## src/rtl/move_decode_pkg.sv

```systemverilog
// Purpose: shared constants and types for the data-move instruction decoder
// Assumes: 24-bit instruction words, one word per decode
// Notes:   control register selector codes follow the six-bit field as decoded here
package move_decode_pkg;

    localparam int WORD_W = 24;

    // opcode patterns (upper byte unless noted)
    localparam logic [7:0] OP_CTRL_MEM  = 8'h05; // 0000 0101, bit8 of pattern checked apart
    localparam logic [7:0] OP_CTRL_REG  = 8'h04;
    localparam logic [7:0] OP_PROG_MOVE = 8'h07;
    localparam logic [7:0] OP_PERI_HIGH = 8'h08; // 0000 100s, low bit masked
    localparam logic [7:0] OP_PERI_LOWX = 8'h07;

    // io short address bases
    localparam logic [23:0] HIGH_IO_BASE = 24'hFFFFC0;
    localparam logic [23:0] LOW_IO_BASE  = 24'hFFFF80;
    localparam logic [23:0] IO_SPACE_LO  = 24'hFFFF80;

    // control register selector codes (six-bit field)
    localparam logic [5:0] CR_MOD0       = 6'h20; // 10_0xxx: modifier registers 0..7
    localparam logic [5:0] CR_VECTOR     = 6'h30;
    localparam logic [5:0] CR_STATUS     = 6'h39;
    localparam logic [5:0] CR_MODE       = 6'h3A;
    localparam logic [5:0] CR_STACK_PTR  = 6'h3B;
    localparam logic [5:0] CR_STACK_LOW  = 6'h3D;
    localparam logic [5:0] CR_STACK_HIGH = 6'h3C;
    localparam logic [5:0] CR_LOOP_ADDR  = 6'h3E;
    localparam logic [5:0] CR_LOOP_CNT   = 6'h3F;

    // reset values
    localparam logic [23:0] STACK_PTR_RST = 24'h000000;
    localparam logic [7:0]  FLAGS_RST     = 8'h00;

    typedef enum logic [4:0] {
        K_NONE  = 5'b00001,
        K_DUAL  = 5'b00010,
        K_CTRL  = 5'b00100,
        K_PROG  = 5'b01000,
        K_PERI  = 5'b10000
    } move_kind_t;

    typedef enum logic [3:0] {
        F_IDLE = 4'b0001,
        F_EXEC = 4'b0010,
        F_POST = 4'b0100,
        F_DONE = 4'b1000
    } flow_t;

endpackage

```

## src/rtl/ea_bus_if.sv

```systemverilog
// Purpose: carries one decoded effective-address request between decoder modules
// Assumes: single clock, same domain on both sides
// Notes:   consumer is the address calculator
`timescale 1ns/1ps
`default_nettype none
interface ea_bus_if;
    logic [5:0] mode_field;
    logic       upper_bank;
    logic [2:0] reg_sel;
    logic [5:0] short_addr;
    logic       use_short;
    logic [23:0] address;

    modport requester (output mode_field, output upper_bank, output reg_sel,
                       output short_addr, output use_short, input address);
    modport calculator (input mode_field, input upper_bank, input reg_sel,
                        input short_addr, input use_short, output address);
endinterface
`default_nettype wire

```

## src/rtl/move_decode.sv

```systemverilog
// Purpose: decode and execute data-move instruction words
// Assumes: fetch unit presents one word with a valid strobe; memory ports answer same cycle
// Notes:   arithmetic part is outside this block; peripheral register forms are decoded here
// How it works
// - dual move uses lower and upper banks
// - x io wins, y io access dropped
// - shared sources between alu and moves allowed
// - separate direction bits for x and y
// - control move reaches modifiers and controller registers
// - control registers move to memory, registers, immediates
// - stack high read post-decrements pointer
// - stack high write pre-increments pointer
// - status write loads flags from bits 7..0
// - other writes set growth and limit flags
// - immediate short form loads eight bits
// - absolute short takes six-bit address
// - memory control form decoded from upper byte
// - program move between register and p memory
// - high io field maps to top 64
// - low io field maps to next 64
// - x address field is five bits
// - y address field four bits, opposite bank
`timescale 1ns/1ps
`default_nettype none
module move_decode #(
    parameter int WORD_W = 24
) (
    input  wire logic              ref_clk_in,
    input  wire logic              sys_rst_in,
    input  wire logic              instr_valid_in,
    input  wire logic [23:0]       instr_in,
    input  wire logic [191:0]      addr_regs_in,
    input  wire logic [23:0]       src_reg_data_in,
    input  wire logic [23:0]       x_rd_data_in,
    input  wire logic [23:0]       y_rd_data_in,
    input  wire logic [23:0]       p_rd_data_in,
    input  wire logic              growth_in,
    input  wire logic              limit_in,
    output logic                   busy_out,
    output logic                   x_en_out,
    output logic                   x_we_out,
    output logic [23:0]            x_addr_out,
    output logic                   y_en_out,
    output logic                   y_we_out,
    output logic [23:0]            y_addr_out,
    output logic                   p_en_out,
    output logic                   p_we_out,
    output logic [23:0]            p_addr_out,
    output logic [23:0]            wr_data_out,
    output logic [5:0]             src_sel_out,
    output logic [5:0]             dst_sel_out,
    output logic                   dst_we_out,
    output logic [23:0]            dst_data_out,
    output logic [23:0]            stack_pointer_out,
    output logic [7:0]             condition_flags_out
);
    typedef struct packed {
        move_decode_pkg::flow_t      flow;
        move_decode_pkg::move_kind_t kind;
        logic [23:0]                 word;
        logic                        x_en;
        logic                        x_we;
        logic [23:0]                 x_addr;
        logic                        y_en;
        logic                        y_we;
        logic [23:0]                 y_addr;
        logic                        p_en;
        logic                        p_we;
        logic [23:0]                 p_addr;
        logic [23:0]                 wr_data;
        logic [5:0]                  src_sel;
        logic [5:0]                  dst_sel;
        logic                        dst_we;
        logic [23:0]                 dst_data;
        logic [23:0]                 sp;
        logic [7:0]                  flags;
        logic                        pop_pending;
    } state_t;

    state_t st;
    state_t next_st;

    ea_bus_if eax ();
    ea_bus_if eay ();

    ea_calc u_eax (.bus(eax.calculator), .addr_regs_in(addr_regs_in));
    ea_calc u_eay (.bus(eay.calculator), .addr_regs_in(addr_regs_in));

    // instruction fields
    logic        is_dual;
    logic        is_ctrl_mem;
    logic        is_ctrl_reg;
    logic        is_ctrl_imm;
    logic        is_prog;
    logic        x_bank_upper;
    logic [5:0]  ctrl_sel;
    logic [23:0] x_io_addr;
    logic [23:0] y_io_addr;
    logic        x_is_io;
    logic        y_is_io;
    logic        to_reg;
    logic        exec_imm;

    always_comb begin
        is_dual     = instr_in[23];
        is_ctrl_mem = (instr_in[23:16] == move_decode_pkg::OP_CTRL_MEM)
                      && instr_in[7] == 1'b0 && instr_in[5] == 1'b1;
        is_ctrl_reg = (instr_in[23:16] == move_decode_pkg::OP_CTRL_REG)
                      && instr_in[7:6] == 2'b10 && instr_in[5] == 1'b1;
        is_ctrl_imm = (instr_in[23:16] == move_decode_pkg::OP_CTRL_MEM)
                      && instr_in[7:5] == 3'b101;
        is_prog     = (instr_in[23:16] == move_decode_pkg::OP_PROG_MOVE)
                      && instr_in[6] == 1'b0 && instr_in[7] == instr_in[14];
        x_bank_upper = instr_in[10];
        ctrl_sel     = {1'b1, instr_in[4:0]};
        // immediate form has no direction bit: it always writes its register
        to_reg       = instr_in[15] || is_ctrl_imm;
        exec_imm     = st.kind == move_decode_pkg::K_CTRL && st.word[16]
                       && st.word[7:5] == 3'b101;
    end

    // x side: five-bit field, either bank; y side: four bits, other bank
    always_comb begin
        eax.mode_field = {1'b0, instr_in[12:11], instr_in[10:8]};
        eax.upper_bank = x_bank_upper;
        eax.reg_sel    = {1'b0, instr_in[9:8]};
        eax.short_addr = instr_in[13:8];
        eax.use_short  = !is_dual && !instr_in[14];
        eay.mode_field = {2'b00, instr_in[21:20], instr_in[14:13]};
        eay.upper_bank = !x_bank_upper;
        eay.reg_sel    = {1'b0, instr_in[14:13]};
        eay.short_addr = 6'h00;
        eay.use_short  = 1'b0;
    end

    always_comb begin
        x_io_addr = eax.address;
        y_io_addr = eay.address;
        x_is_io   = x_io_addr >= move_decode_pkg::IO_SPACE_LO;
        y_is_io   = y_io_addr >= move_decode_pkg::IO_SPACE_LO;
    end

    always_comb begin
        next_st        = st;
        next_st.dst_we = 1'b0;
        next_st.x_en   = 1'b0;
        next_st.y_en   = 1'b0;
        next_st.p_en   = 1'b0;
        unique case (st.flow)
            move_decode_pkg::F_IDLE: begin
                if (instr_valid_in) begin
                    next_st.word = instr_in;
                    next_st.flow = move_decode_pkg::F_EXEC;
                    next_st.kind = move_decode_pkg::K_NONE;
                    // same source may feed alu and both moves; no blocking here
                    next_st.wr_data = src_reg_data_in;
                    if (is_dual) begin
                        next_st.kind   = move_decode_pkg::K_DUAL;
                        next_st.x_en   = 1'b1;
                        next_st.x_we   = !instr_in[15];
                        next_st.x_addr = x_io_addr;
                        // y io access dropped when both sides hit io
                        next_st.y_en   = !(x_is_io && y_is_io);
                        next_st.y_we   = !instr_in[22];
                        next_st.y_addr = y_io_addr;
                        next_st.src_sel = {2'b00, instr_in[19:18], 2'b00};
                        next_st.dst_sel = {2'b01, instr_in[17:16], 2'b00};
                    end else if (is_ctrl_mem || is_ctrl_imm || is_ctrl_reg) begin
                        next_st.kind    = move_decode_pkg::K_CTRL;
                        next_st.dst_sel = instr_in[15] ? ctrl_sel : instr_in[13:8];
                        next_st.src_sel = instr_in[15] ? instr_in[13:8] : ctrl_sel;
                        if (is_ctrl_imm) begin
                            next_st.dst_sel  = ctrl_sel;
                            next_st.wr_data  = {16'h0000, instr_in[15:8]};
                        end else if (is_ctrl_mem) begin
                            next_st.x_en   = !instr_in[6];
                            next_st.y_en   = instr_in[6];
                            next_st.x_we   = !instr_in[15];
                            next_st.y_we   = !instr_in[15];
                            next_st.x_addr = eax.address;
                            next_st.y_addr = eax.address;
                        end
                    end else if (is_prog) begin
                        next_st.kind   = move_decode_pkg::K_PROG;
                        next_st.p_en   = 1'b1;
                        next_st.p_we   = !instr_in[15];
                        next_st.p_addr = eax.address;
                        next_st.src_sel = instr_in[5:0];
                        next_st.dst_sel = instr_in[5:0];
                    end else if (instr_in[23:17] == move_decode_pkg::OP_PERI_HIGH[7:1]) begin
                        next_st.kind   = move_decode_pkg::K_PERI;
                        next_st.x_en   = !instr_in[6];
                        next_st.y_en   = instr_in[6];
                        next_st.x_we   = !instr_in[15];
                        next_st.y_we   = !instr_in[15];
                        next_st.x_addr = move_decode_pkg::HIGH_IO_BASE | {18'h0, instr_in[5:0]};
                        next_st.y_addr = next_st.x_addr;
                    end else if (instr_in[23:16] == move_decode_pkg::OP_PERI_LOWX) begin
                        next_st.kind   = move_decode_pkg::K_PERI;
                        next_st.x_en   = instr_in[14];
                        next_st.y_en   = !instr_in[14];
                        next_st.x_we   = !instr_in[15];
                        next_st.y_we   = !instr_in[15];
                        next_st.x_addr = move_decode_pkg::LOW_IO_BASE | {18'h0, instr_in[5:0]};
                        next_st.y_addr = next_st.x_addr;
                    end
                    // stack high as destination: bump pointer before the write
                    if (next_st.kind != move_decode_pkg::K_DUAL && next_st.kind != move_decode_pkg::K_NONE
                        && next_st.dst_sel == move_decode_pkg::CR_STACK_HIGH && to_reg) begin
                        next_st.sp = st.sp + 24'h000001;
                    end
                    next_st.pop_pending = next_st.kind != move_decode_pkg::K_NONE
                        && next_st.src_sel == move_decode_pkg::CR_STACK_HIGH && !to_reg;
                end
            end
            move_decode_pkg::F_EXEC: begin
                next_st.flow = move_decode_pkg::F_POST;
                if (st.kind != move_decode_pkg::K_NONE && (st.word[15] || exec_imm)) begin
                    next_st.dst_we = 1'b1;
                    next_st.dst_data = st.p_en ? p_rd_data_in
                                     : st.y_en && !st.x_en ? y_rd_data_in
                                     : st.x_en ? x_rd_data_in : st.wr_data;
                end
            end
            move_decode_pkg::F_POST: begin
                next_st.flow = move_decode_pkg::F_DONE;
                // a pop in the same word wins over the load
                if (st.dst_we && st.dst_sel == move_decode_pkg::CR_STACK_PTR) begin
                    next_st.sp = st.dst_data;
                end
                if (st.pop_pending) begin
                    next_st.sp = st.sp - 24'h000001;
                    next_st.pop_pending = 1'b0;
                end
                if (st.dst_we && st.dst_sel == move_decode_pkg::CR_STATUS) begin
                    next_st.flags = st.dst_data[7:0];
                end else if (st.kind != move_decode_pkg::K_NONE) begin
                    next_st.flags[7] = st.flags[7] | growth_in;
                    next_st.flags[6] = st.flags[6] | limit_in;
                end
            end
            move_decode_pkg::F_DONE: begin
                next_st.flow = move_decode_pkg::F_IDLE;
            end
            default: next_st.flow = move_decode_pkg::F_IDLE;
        endcase
    end

    always_ff @(posedge ref_clk_in) begin
        if (sys_rst_in) begin
            st       <= '0;
            st.flow  <= move_decode_pkg::F_IDLE;
            st.kind  <= move_decode_pkg::K_NONE;
            st.sp    <= move_decode_pkg::STACK_PTR_RST;
            st.flags <= move_decode_pkg::FLAGS_RST;
        end else begin
            st <= next_st;
        end
    end

    // y never reaches io together with x io
    a_io_priority: assert property (@(posedge ref_clk_in) disable iff (sys_rst_in)
        st.kind == move_decode_pkg::K_DUAL && st.x_en && st.x_addr >= move_decode_pkg::IO_SPACE_LO
        && st.y_addr >= move_decode_pkg::IO_SPACE_LO |-> !st.y_en)
        else $error("y io access not discarded");
    a_pop_after: assert property (@(posedge ref_clk_in) disable iff (sys_rst_in)
        st.flow == move_decode_pkg::F_POST && st.pop_pending |=> st.sp == $past(st.sp) - 24'h000001)
        else $error("stack pointer not decremented");
    a_status_load: assert property (@(posedge ref_clk_in) disable iff (sys_rst_in)
        st.flow == move_decode_pkg::F_POST && st.dst_we && st.dst_sel == move_decode_pkg::CR_STATUS
        |=> st.flags == $past(st.dst_data[7:0]))
        else $error("flags not loaded from source");
    a_flow_len: assert property (@(posedge ref_clk_in) disable iff (sys_rst_in)
        st.flow == move_decode_pkg::F_EXEC |=> st.flow == move_decode_pkg::F_POST
        ##1 st.flow == move_decode_pkg::F_DONE)
        else $error("flow sequence broken");
    a_imm_write: assert property (@(posedge ref_clk_in) disable iff (sys_rst_in)
        st.flow == move_decode_pkg::F_EXEC && exec_imm
        |=> st.dst_we && st.dst_data == {16'h0000, $past(st.word[15:8])})
        else $error("immediate not written to control register");
    a_en_pulse: assert property (@(posedge ref_clk_in) disable iff (sys_rst_in)
        st.flow == move_decode_pkg::F_EXEC |=> !st.x_en && !st.y_en && !st.p_en)
        else $error("memory enable held past one cycle");
    a_sp_load: assert property (@(posedge ref_clk_in) disable iff (sys_rst_in)
        st.flow == move_decode_pkg::F_POST && st.dst_we && !st.pop_pending
        && st.dst_sel == move_decode_pkg::CR_STACK_PTR |=> st.sp == $past(st.dst_data))
        else $error("stack pointer not loaded");
    a_bank_split: assert property (@(posedge ref_clk_in) disable iff (sys_rst_in)
        eax.upper_bank != eay.upper_bank)
        else $error("both addresses in one bank");

    assign busy_out            = st.flow != move_decode_pkg::F_IDLE;
    assign x_en_out            = st.x_en;
    assign x_we_out            = st.x_we;
    assign x_addr_out          = st.x_addr;
    assign y_en_out            = st.y_en;
    assign y_we_out            = st.y_we;
    assign y_addr_out          = st.y_addr;
    assign p_en_out            = st.p_en;
    assign p_we_out            = st.p_we;
    assign p_addr_out          = st.p_addr;
    assign wr_data_out         = st.wr_data;
    assign src_sel_out         = st.src_sel;
    assign dst_sel_out         = st.dst_sel;
    assign dst_we_out          = st.dst_we;
    assign dst_data_out        = st.dst_data;
    assign stack_pointer_out   = st.sp;
    assign condition_flags_out = st.flags;
endmodule
`default_nettype wire

```

## src/rtl/ea_calc.sv

```systemverilog
// Purpose: forms an effective address from a mode field or a short address
// Assumes: address register values arrive from the address unit
// Notes:   register-indirect and short absolute forms are resolved; update of pointers is outside
`timescale 1ns/1ps
`default_nettype none
module ea_calc (
    ea_bus_if.calculator  bus,
    input  wire logic [191:0] addr_regs_in
);
    logic [2:0]  idx;
    logic [23:0] base;

    always_comb begin
        idx  = bus.reg_sel;
        base = addr_regs_in[{bus.upper_bank, idx[1:0]} * 24 +: 24];
        if (!bus.upper_bank && bus.mode_field[2]) begin
            base = addr_regs_in[idx * 24 +: 24];
        end
        // short form bypasses the registers entirely
        if (bus.use_short) begin
            bus.address = {18'h0, bus.short_addr};
        end else begin
            bus.address = base;
        end
    end
endmodule
`default_nettype wire

```

## config.mk

```make
export PLATFORM = sky130hd
export DESIGN_NAME = move_decode
export DESIGN_NICKNAME = d
export VERILOG_FILES = /design/src/rtl/move_decode_pkg.sv /design/src/rtl/ea_bus_if.sv /design/src/rtl/move_decode.sv /design/src/rtl/ea_calc.sv
export SDC_FILE = /design/constraint.sdc
export NUM_CORES = 1
export LEC_CHECK = 0
export BUFFER_PORTS_ARGS = -buffer_cell sky130_fd_sc_hd__buf_2
export CORE_MARGIN = 3
export CORE_UTILIZATION = 30
export CTS_CLUSTER_DIAMETER = 50
export DETAILED_ROUTE_END_ITERATION = 8
export MAX_ROUTING_LAYER = met4
export PLACE_DENSITY_LB_ADDON = 0.12
export SLEW_MARGIN = 10
export SYNTH_ARGS = -nofsm -noshare
export SYNTH_HDL_FRONTEND = slang
export SYNTH_SLANG_ARGS = --single-unit
export TNS_END_PERCENT = 50
```

## constraint.sdc

```tcl
create_clock -name ref_clk_in -period 9.6 [get_ports ref_clk_in]
set_input_delay 2.88 -clock ref_clk_in [delete_from_list [all_inputs] [get_ports ref_clk_in]]
set_output_delay 2.88 -clock ref_clk_in [all_outputs]
set_load 0.02 [all_outputs]
```

==> results.md <==
- Resize count post-CTS: 0
- First DRT Iteration DRCs: 1,048
- Starting Density: 30.7%
- Tmin final: 5.73 ns
- DR vias: 13,500
- Initial antenna violation count: 7
- Static Leak: 6.61 nW
- Final Hold Fails: 0
- CTS root buf: clkbuf_16
- Die area: 49,600 µm²
- Slew Viols, Final: 0
- Half-perimeter wire length after placement: 46,700 µm
- Min-delay worst type: reg2reg
- Netlist cell types: 75
- Period Utilization, post-route: 59.7%
- Final global-route overflow total: 0
- Port bufs: 488
- Post-Route WL: 59,800 µm
- Area leader, netlist: dfxtp_1
- Max-Cap Viols: 0
- Element type at the critical path end: flop
- Reg clk slew, reported paths: 0.07 ns
- Placed cell count: 2,450
- Final setup viols: 0
- Slew headroom: 18.8%
- F_max: 175 MHz
- Syn_nets: 1,976
- CP Launch Type: input port
- Clock buffer depth: 2
- Nets: 2,188
- DR vias/cell: 5.43
- All-layer global routing usage: 23.9%
- Largest cells by area after synthesis: dfxtp_1 26%, mux4_2 15%, buf_4 8.9%
- Number of remaining DRC errors: 0
- Post-synth EDFFs: 0
- TritonCTS Sinks: 186
- Die Width: 223 µm
- Worst Tran Pin Value: 1.22 ns
- Post-CTS Setup Bufs: 0
- Vias in the first global route: 13,300
- Area growth, synth to finish: 15.4%
- Router iterations before antenna repair: 8
- CTS tree: done
- Worst-Skew Late Latency: 0.45 ns
- IO Pins: 489
- Crit-path max FO: 27
- CP Data Arrival Time: 6.04 ns
- Synthesized area per cell: 8.51 µm²
- RSZ-0062 raised after global routing: no
- Layout Cells excl Fill: 2,490
- Most frequent cell after synthesis: nor2_1
- Wire per inst: 24.0 µm
- Register area share after synthesis: 26.4%
- Post-synth ARST share: 0%
- Total CTS buffers: 17
- Syn Std Cell Area: 14,100 µm²
- Ys Warns: 0
- H-tree lvl count: 4
- FP Rows: 78
- Data required time at the worst endpoint: 9.91 ns
- Layout cells sized above 1: 36.9%
- Crit Path Category: in2reg
- TNS Setup: 0 ns
- Syn Inst Count: 1,657
- Core Area: 45,900 µm²
- Synth top cells by count: 240 x nor2_1, 186 x dfxtp_1, 167 x buf_4, 141 x a21oi_1, 129 x nand2_1
- Top FF cell, synth: dfxtp_1
- Status: finished clean
- Largest net degree at the start of global routing: 92
- Maximum VDD drop: 0.000139 V
- Hold-fix buffers, CTS: 0
- Cell area power density: 126 nW/µm²
- Die Span Y: 223 µm
- Placer Congestion: 0.891
- First-pass GRT wire length: 87,400 µm
- Routed Antenna Nets: 0
- Synth top area share: 26.4%
- Final clock skew: 0.0102 ns
- Flops & latches, synth: 186
-- kinds of logic after synthesis --
logic type               synth area share, %
AND/OR/NAND/NOR                         18.7
AO/OA/AOI/OAI                           18.0
buffers and inverters                   13.4
multiplexers                            22.1
flip-flops                              26.4
XOR/XNOR                                1.24
adder cells (fa/ha/maj)                0.177
-- through the flow --
step / utilization (%) / total power, mW / hold slack [ns] / worst slack [ns] / area, µm²
floorplan: - / 1.18 / 0.431 / 4.31 / 14100
global placement: 34.1 / 1.35 / 0.438 / 3.46 / 15700
detailed placement: 34.1 / 1.36 / 0.444 / 3.43 / 15700
CTS: 35.4 / 2.08 / 0.454 / 3.91 / 16200
global route: 35.5 / 2.15 / 0.469 / 3.64 / 16300
finish: 35.5 / 2.06 / 0.450 / 3.87 / 16300
-- worst paths after layout --
kind	from	end	slack (ns)	cells past startpoint
setup / recovery	instr_in[23]	stack_pointer_out[4]	3.87	8
hold / removal	p_addr_out[2]	p_addr_out[2]	0.45	2
setup reg to reg	st[201]	stack_pointer_out[4]	6.02	8
hold reg to reg	p_addr_out[2]	p_addr_out[2]	0.45	2
-- layout by cell type (no fill, tap or decap), types with 9 or more instances in the layout --
cell,instances
a211oi_1,65
clkbuf_16,17
nand2_1,129
o31ai_1,18
o21ai_0,29
xnor2_1,13
nor2b_1,9
dfxtp_1,186
or4_1,9
nand4_1,16
nand2b_1,11
nor2_1,240
buf_2,485
mux2_2,22
mux2i_1,71
mux4_2,96
a31oi_1,13
inv_1,11
nor3_1,49
a21oi_1,141
buf_4,22
nand3_1,26
a221oi_1,20
o311ai_0,18
o221a_2,10
-- critical path, stage by stage --
cell      delay [ns]
buf_2           0.22
or4_4           0.70
nor2_1          0.25
nand2_2         0.42
nand2_1         0.31
a41oi_2         0.56
o311ai_0        0.55
o31ai_1         0.12
-- registers in the layout (all words and copies together), names as in the netlist, 8 cells and up --
signal	cells
dst_data_out	24
y_addr_out	24
p_addr_out	24
wr_data_out	24
condition_flags_out	8
st	15
x_addr_out	24
stack_pointer_out	24
-- report_power, final --
| part | internal [mW] | total (mW) | switching, mW |
|---|---|---|---|
| Clock | 0.368 | 0.722 | 0.354 |
| Combinational | 0.214 | 0.504 | 0.289 |
| Sequential | 0.800 | 0.831 | 0.0308 |
| Total | 1.38 | 2.06 | 0.674 |
-- final cells by class --
type,count,area [µm²]
tap,600,751
multi-input combinational,1145,8540
timing repair buffer,508,2600
antenna,8,20.0
inverter,11,41.3
sequential,186,3720
clock inverter,15,165
fill,4890,29600
clock buffer,17,425
-- layer usage --
layer	GRT usage (%)	vias to the layer above	routed length, µm
li1	-	6415	-
met1	28.0	6599	24000
met2	43.2	475	31900
met3	3.17	41	2780
met4	5.60	0	1080
met5	-	-	0
Note: power is estimated with default switching activity, not from simulation.
